### config.mk
export PLATFORM = sky130hd
export DESIGN_NAME = pzr_page_zero_regs
export DESIGN_NICKNAME = d
export VERILOG_FILES = /design/src/pzr_pkg.sv /design/src/pzr_page_zero_regs.sv
export SDC_FILE = /design/constraint.sdc
export NUM_CORES = 1
export LEC_CHECK = 0
export BUFFER_PORTS_ARGS = -buffer_cell sky130_fd_sc_hd__buf_2
export CORE_MARGIN = 1.5
export CORE_UTILIZATION = 55
export DETAILED_ROUTE_END_ITERATION = 8
export PLACE_DENSITY = 0.8
export SETUP_SLACK_MARGIN = 0.02
export SKIP_CTS_REPAIR_TIMING = 1
export SLEW_MARGIN = 20
export SYNTH_ARGS = -nofsm -noshare
export SYNTH_HDL_FRONTEND = slang
export SYNTH_SLANG_ARGS = --single-unit
### constraint.sdc
create_clock -name clk_sys_i -period 1.96 [get_ports clk_sys_i]
set_input_delay 0.196 -clock clk_sys_i [delete_from_list [all_inputs] [get_ports clk_sys_i]]
set_output_delay 0.196 -clock clk_sys_i [all_outputs]
set_load 0.05 [all_outputs]
### src/pzr_pkg.sv
// package of constants and types for the page-zero identification and paging bank
package pzr_pkg;

   // ---------------------------------------------------------------
   // widths
   // ---------------------------------------------------------------
   localparam int ADDR_W  = 8;
   localparam int DATA_W  = 8;
   localparam int PAGE_W  = 8;
   localparam int TOOL_W  = 24;
   localparam int SADDR_W = 7;
   localparam int SUPPER_W = 5;
   localparam int PIN_W   = 2;

   // ---------------------------------------------------------------
   // low offsets within a page
   // ---------------------------------------------------------------
   localparam logic [7:0] OFS_DIE_REV = 8'h00;
   localparam logic [7:0] OFS_PAGE    = 8'h01;
   localparam logic [7:0] OFS_PN_LO   = 8'h02;
   localparam logic [7:0] OFS_PN_HI   = 8'h03;
   localparam logic [7:0] OFS_GRADE   = 8'h04;
   localparam logic [7:0] OFS_REV     = 8'h05;
   localparam logic [7:0] OFS_TOOL0   = 8'h06;
   localparam logic [7:0] OFS_TOOL1   = 8'h07;
   localparam logic [7:0] OFS_TOOL2   = 8'h08;
   localparam logic [7:0] OFS_TEMP    = 8'h09;
   localparam logic [7:0] OFS_PKG     = 8'h0A;
   localparam logic [7:0] OFS_SADDR   = 8'h0B;

   // ---------------------------------------------------------------
   // field positions
   // ---------------------------------------------------------------
   localparam int DIE_REV_MSB = 3;
   localparam int SADDR_LSB   = 2;
   localparam int SADDR_MSB   = 6;

   // ---------------------------------------------------------------
   // fixed values and reset values
   // ---------------------------------------------------------------
   localparam logic [7:0]  PAGE_ZERO       = 8'h00;
   localparam logic [7:0]  PAGE_RESET      = 8'h00;
   localparam logic [7:0]  GRADE_A         = 8'h00;
   localparam logic [7:0]  GRADE_D         = 8'h03;
   localparam logic [7:0]  REV_A           = 8'h00;
   localparam logic [7:0]  REV_B           = 8'h01;
   localparam logic [7:0]  TEMP_INDUSTRIAL = 8'h00;
   localparam logic [7:0]  PKG_QFN44       = 8'h01;
   localparam logic [7:0]  READ_ZERO       = 8'h00;
   localparam logic [23:0] TOOL_RESET      = 24'h000000;
   localparam logic [4:0]  SUPPER_RESET    = 5'h1A;

   // ---------------------------------------------------------------
   // state of the bank
   // ---------------------------------------------------------------
   typedef struct packed {
      logic [PAGE_W-1:0]   page;
      logic [TOOL_W-1:0]   tool;
      logic [SUPPER_W-1:0] saddr_up;
      logic [PIN_W-1:0]    pin_meta;
      logic [PIN_W-1:0]    pin_sync;
      logic [DATA_W-1:0]   rdata;
      logic                rd_valid;
      logic                wr_ack;
   } pzr_state_type;

endpackage : pzr_pkg

### src/pzr_page_zero_regs.sv
// page-zero identification and paging register bank
`timescale 1ns/10ps

module pzr_page_zero_regs
   import pzr_pkg::*;
#(
   // identification values; defaults are arbitrary
   parameter logic [3:0]  DIE_REV_VALUE = 4'h2,
   parameter logic [15:0] PART_NUMBER   = 16'h1234,
   parameter logic [7:0]  GRADE_VALUE   = GRADE_A,
   parameter logic [7:0]  REV_VALUE     = REV_A
) (
   // clock and reset
   input  wire logic                clk_sys_i,
   input  wire logic                reset_n_i,
   // register access port
   input  wire logic [ADDR_W-1:0]   reg_addr_i,
   input  wire logic                reg_wr_i,
   input  wire logic [DATA_W-1:0]   reg_wdata_i,
   input  wire logic                reg_rd_i,
   output logic      [DATA_W-1:0]   reg_rdata_o,
   output logic                     reg_rd_valid_o,
   output logic                     reg_wr_ack_o,
   // address-select pins
   input  wire logic                address_select_pin_high_i,
   input  wire logic                address_select_pin_low_i,
   // derived state
   output logic      [SADDR_W-1:0]  slave_address_o,
   output logic      [PAGE_W-1:0]   page_o
);

   // ---------------------------------------------------------------
   // state
   // ---------------------------------------------------------------
   pzr_state_type st_reg;
   pzr_state_type st_next;
   logic          page_zero;
   logic          is_ro;
   logic [7:0]    rd_mux;

   assign page_zero = (st_reg.page == PAGE_ZERO);

   // read-only identification offsets on page zero
   always_comb begin
      is_ro = 1'b0;
      if (page_zero) begin
         case (reg_addr_i)
            OFS_DIE_REV, OFS_PN_LO, OFS_PN_HI, OFS_GRADE,
            OFS_REV, OFS_TEMP, OFS_PKG: is_ro = 1'b1;
            default:                    is_ro = 1'b0;
         endcase
      end
   end

   // ---------------------------------------------------------------
   // read multiplexer
   // ---------------------------------------------------------------
   always_comb begin
      rd_mux = READ_ZERO;
      if (reg_addr_i == OFS_PAGE) begin
         rd_mux = st_reg.page;
      end else if (page_zero) begin
         case (reg_addr_i)
            OFS_DIE_REV: rd_mux = {4'h0, DIE_REV_VALUE};
            OFS_PN_LO:   rd_mux = PART_NUMBER[7:0];
            OFS_PN_HI:   rd_mux = PART_NUMBER[15:8];
            OFS_GRADE:   rd_mux = GRADE_VALUE;
            OFS_REV:     rd_mux = REV_VALUE;
            OFS_TOOL0:   rd_mux = st_reg.tool[7:0];
            OFS_TOOL1:   rd_mux = st_reg.tool[15:8];
            OFS_TOOL2:   rd_mux = st_reg.tool[23:16];
            OFS_TEMP:    rd_mux = TEMP_INDUSTRIAL;
            OFS_PKG:     rd_mux = PKG_QFN44;
            OFS_SADDR:   rd_mux = {1'b0, st_reg.saddr_up, 2'b00};
            default:     rd_mux = READ_ZERO;
         endcase
      end
   end

   // ---------------------------------------------------------------
   // next state
   // ---------------------------------------------------------------
   always_comb begin
      st_next          = st_reg;
      // pins come from outside, two flops before use
      st_next.pin_meta = {address_select_pin_high_i, address_select_pin_low_i};
      st_next.pin_sync = st_reg.pin_meta;
      st_next.rd_valid = reg_rd_i;
      st_next.wr_ack   = reg_wr_i;
      if (reg_rd_i) begin
         st_next.rdata = rd_mux;
      end
      if (reg_wr_i) begin
         if (reg_addr_i == OFS_PAGE) begin
            st_next.page = reg_wdata_i;
         end else if (page_zero) begin
            // identification offsets fall to default and keep their value
            case (reg_addr_i)
               OFS_TOOL0: st_next.tool[7:0]   = reg_wdata_i;
               OFS_TOOL1: st_next.tool[15:8]  = reg_wdata_i;
               OFS_TOOL2: st_next.tool[23:16] = reg_wdata_i;
               OFS_SADDR: st_next.saddr_up    = reg_wdata_i[SADDR_MSB:SADDR_LSB];
               default:   st_next.tool        = st_reg.tool;
            endcase
         end
      end
   end

   // ---------------------------------------------------------------
   // state register
   // ---------------------------------------------------------------
   always_ff @(posedge clk_sys_i or negedge reset_n_i) begin
      if (!reset_n_i) begin
         st_reg.page     <= PAGE_RESET;
         st_reg.tool     <= TOOL_RESET;
         st_reg.saddr_up <= SUPPER_RESET;
         st_reg.pin_meta <= 2'h0;
         st_reg.pin_sync <= 2'h0;
         st_reg.rdata    <= READ_ZERO;
         st_reg.rd_valid <= 1'b0;
         st_reg.wr_ack   <= 1'b0;
      end else begin
         st_reg <= st_next;
      end
   end

   // ---------------------------------------------------------------
   // outputs
   // ---------------------------------------------------------------
   assign reg_rdata_o     = st_reg.rdata;
   assign reg_rd_valid_o  = st_reg.rd_valid;
   assign reg_wr_ack_o    = st_reg.wr_ack;
   assign slave_address_o = {st_reg.saddr_up, st_reg.pin_sync};
   assign page_o          = st_reg.page;
endmodule : pzr_page_zero_regs

; Yosys cells after proc, flatten, opt, wreduce, memory -nomap -nowiden
; Index checks and enable logic that the tools add are counted.
[classes]
n_eq_ne = 8
mux = 3
n_bitwise = 1
reduce_logical = 7
[op_table]
columns = op, count
row1 = $pmux 8 s8, 1
row2 = $eq 8x4->1 const B, 3
row3 = $eq 8x2->1 const B, 2
row4 = $eq 8x3->1 const B, 2
row5 = $logic_not 8->1, 2
row6 = $mux 8, 2
row7 = $reduce_and 4->1, 4
row8 = $eq 8x1->1 const B, 1
row9 = $reduce_and 2->1, 1
row10 = $not 1->1, 1
[word_totals]
regBits = 51
out_inout_bits = 25
elab_cells = 29

; Logic depth before layout (Yosys ltp)
[depth]
word_depth = 4
depth_mapped = 6
depth_no_buf = 4

; Worst setup path before layout
; No wires, ideal clock.
[synth_timing]
path_kind = register to register
startpoint = register st_reg, in the netlist page_o[1]
endpoint = register st_reg[35] (netlist bit)
setup_time_ns = 0.125
arrival_time_ns = 1.654
slack_ns = 0.182
path_stages_with_launch = 5
synth_period_minus_slack_ns = 1.778
path_cell_list = dfrtp_1 nor4_1 nand2_1 nor3_2 mux2_2
[synth_via]
elab_chain_len = 2
[synth_rtl]
columns = item, line
row1 = start: declaration, pzr_page_zero_regs.sv:35  ; pzr_state_type st_reg;
row2 = start signal: assignment, pzr_page_zero_regs.sv:123  ; st_reg <= st_next;
row3 = $logic_not 8->1, pzr_page_zero_regs.sv:41  ; assign page_zero = (st_reg.page == PAGE_ZERO);
row4 = $reduce_and 4->1 (no source line), n/a
; No other way between the ends.
; A chain may end at the register's enable or synchronous reset.

; Worst setup path in the final report
[layout_timing]
startpoint = register st_reg, in the netlist page_o[0]
endpoint = register st_reg[34] (netlist bit)
; The elaborated chain is that of the path after synthesis.

==> impl_metrics.yaml <==
outcome:
  status: "finished clean"
synthesis:
  synth_compound_area_frac: 0.09276
  synthCells: 202
  postSynth.asyncResetShare: 1.000
  netlist_top_cells_count: "dfrtp_1 (48), mux2_2 (37), buf_4 (24), o21ai_0 (9), a22oi_1 (8)"
  synth-simple-area-share: 0.1126
  ys_seq_area_frac: 0.5214
  synth_edf_count: 0
  yosysWarnings: 0
  synth-adder-area-share: 0
  synth_area_mm2: 0.002455
  muxShareOfSynthArea: 0.1860
  synth-seq-cells: 51
  yosysTopAreaCell: "dfrtp_1"
  synth_area_per_cell_um2: 12.15
  synth_xor_area_frac: 0
  synthDistinctLibCells: 33
  syn_nets: 224
  dominantRegCellSynth: "dfrtp_1"
  synth_top_family_by_area: "multiplexers"
  synthTopCellsByArea: "dfrtp_1 (49%), mux2_2 (17%), buf_4 (7.3%)"
  synth_top_area_frac: 0.4893
  synthMostInstantiatedCell: "dfrtp_1"
cells_and_area:
  instances_no_fill: 306
  largest_reg_flops: 24
  fin_util: 0.6725
  nets: 275
  diodes: 0
  final_layout_size_suffix_gt1_frac: 0.4843
  area_delta_synth_final_pct: 18.45
critical_path:
  cp_top_family: "simple AND/OR/NAND/NOR gates"
  arrival_ns: 2.08
  crit_chain: "nor4_2 > nand2_1 > buf_4 > nor3_4 > mux2_2"
  critical_path_class: "flop to flop"
  cp_slowest_cell: "dfrtp_1"
  path_max_fanout: 8
  r2r_slack_ns: 0.07
  slowest_delay_ns: 0.41
  endpoint_kind: "flop"
  timing.rr.end: "st_reg[34]"
  cp-start-kind: "flop"
  worst-path-buf-inv: 1
  path_depth: 5
  rr_worst_depth: 5
  critical_path_required_ns: 2.15
  r2r_start: "page_o[0]"
  worstSetupStartpoint: "page_o[0]"
drt:
  wl_um: 5078
  drt-vias-per-instance: 5.575
  drt_iter0_drc: 91
  routedWlPerCell_um: 16.59
  antenna_left: 0
  drc_errors: 0
  first_pass_iters: 4
  dr_total_vias: 1706
pwr:
  power_uw: 2140
  p_per_area_mw_per_mm2: 736.0
  leakage_uw: 0.001441
  ir_drop_uv: 348.9
grt:
  grt.overflow.total: 0
  grt_max_degree: 30
  grt_pass1_vias: 1721
  grtUsageTotal: 0.2275
  grt_pass1_wl_um: 8576
  antenna_found_initial: 0
die:
  start_util: 0.5677
  fp.dieH_um: 69.81
  rows: 24
  core_mm2: 0.004324
  die_area_mm2: 0.004873
  fp.dieW_um: 69.81
  io_pins: 47
clocking:
  root_buffer: "clkbuf_8"
  cts-buffers-inserted: 5
  cts_tree: "built"
  htree_num_levels: 2
  clock_latency_ns: 0.30
  clk_path_buf_depth: 2
  clock_sinks: 51
  clkTransAtPathRegs_ns: 0.09
placed_design:
  gp_congestion: 0.8009
  io_buffers: 46
  placedCellCount: 294
  dp_hpwl_um: 3764
  dp_worst_setup_slack_ns: -0.02306
sta:
  rsz0062_at_grt: "yes"
  setup_ws_ns: 0.06824
  relSlewSlack: 0.6434
  clock-skew-final_ns: 0.009921
  clock.fmax_mhz: 528.6
  worst_slew_pin_slew_ns: 0.5348
  hold_viol: 0
  period_needed_ns: 1.892
  slew_viol_final: 0
  finalCritPeriodShare: 0.9652
  setup_violations: 0
  setup_tns_ns: 0
worst_hold_path:
  worst_hold_path.num_cells: 1
  hold_start: "reg_wr_i"
  min_to: "reg_wr_ack_o"
  hp-class: "input port to flop"
flow_run:
  drv_cap: 0
-- area by class of cell --
class | instances | area, um2
fill | 336 | 1416
sequential | 51 | 1280
multi-input combinational | 118 | 992.2
timing repair buffer | 71 | 441.7
clock buffer | 7 | 76.32
tap | 52 | 65.06
clock inverter | 1 | 30.03
inverter | 6 | 22.52
-- routing by layer --
metal | global-route usage | up-vias | wire (um)
li1 | - | 810 | -
met1 | 0.3034 | 851 | 2295
met2 | 0.3778 | 40 | 2518
met3 | 0.04797 | 5 | 210
met4 | 0.06410 | 0 | 55
met5 | 0 | - | 0
-- report_power, final --
group | switching (uW) | internal, uW | total, uW
clock | 320 | 382 | 702
combinational | 197 | 123 | 320
sequential | 22.8 | 1100 | 1120
total | 540 | 1600 | 2140
-- cells by family (layout without fill, tap and decap cells) --
logic type / after synthesis / count (layout)
DFF: 51 / 51
and+or+nand+nor: 42 / 42
muxes: 41 / 41
AOI/OAI and AO/OA: 35 / 35
buffers and inverters: 33 / 85
-- worst max-delay path by stage --
stage | to | slack, ns
6_report | st_reg[34] | 0.07
5_1_grt | st_reg[28] | -0.05
2_1_floorplan | st_reg[35] | 0.18
3_5_place_dp | st_reg[34] | -0.02
4_1_cts | st_reg[34] | -0.04
3_3_place_gp | st_reg[30] | -0.005
-- cell usage in the layout (no fill, tap or decap), types with 2 or more instances in the layout --
master and n:
dfrtp_1 48, clkbuf_1 2, nand2_1 3, nor4_1 2, a21oi_1 4, o22a_1 2
dlygate4sd3_1 3, nor4_2 2, mux2i_1 4, nor2_1 6, a31oi_1 7, nor3_4 3
nor3_1 2, or4_1 2, nand2b_1 6, inv_1 6, a22oi_1 8, buf_2 46
clkbuf_8 5, buf_4 20, mux2_2 37, o21ai_0 9, nor2b_1 4, dfstp_2 3
a22o_1 3, nand3b_1 2, nand3_1 2
-- worst reg2reg max path, delay by kind of cell (launching register included) --
| kind | cells | cell delay, ns |
|---|---|---|
| and+or+nand+nor | 3 | 0.80 |
| DFF | 1 | 0.41 |
| muxes | 1 | 0.40 |
| buffers and inverters | 1 | 0.18 |
-- stage by stage --
| step | hold WS, ns | cell area (um2) |
|---|---|---|
| finish | 0.05579 | 2908 |
| global route | 0.05632 | 2908 |
| CTS | -0.1309 | 2835 |
| detailed placement | 0.2016 | 2729 |
| global placement | 0.1943 | 2729 |
| floorplan | -0.09959 | 2455 |
Power figures use the tool's default switching activity.
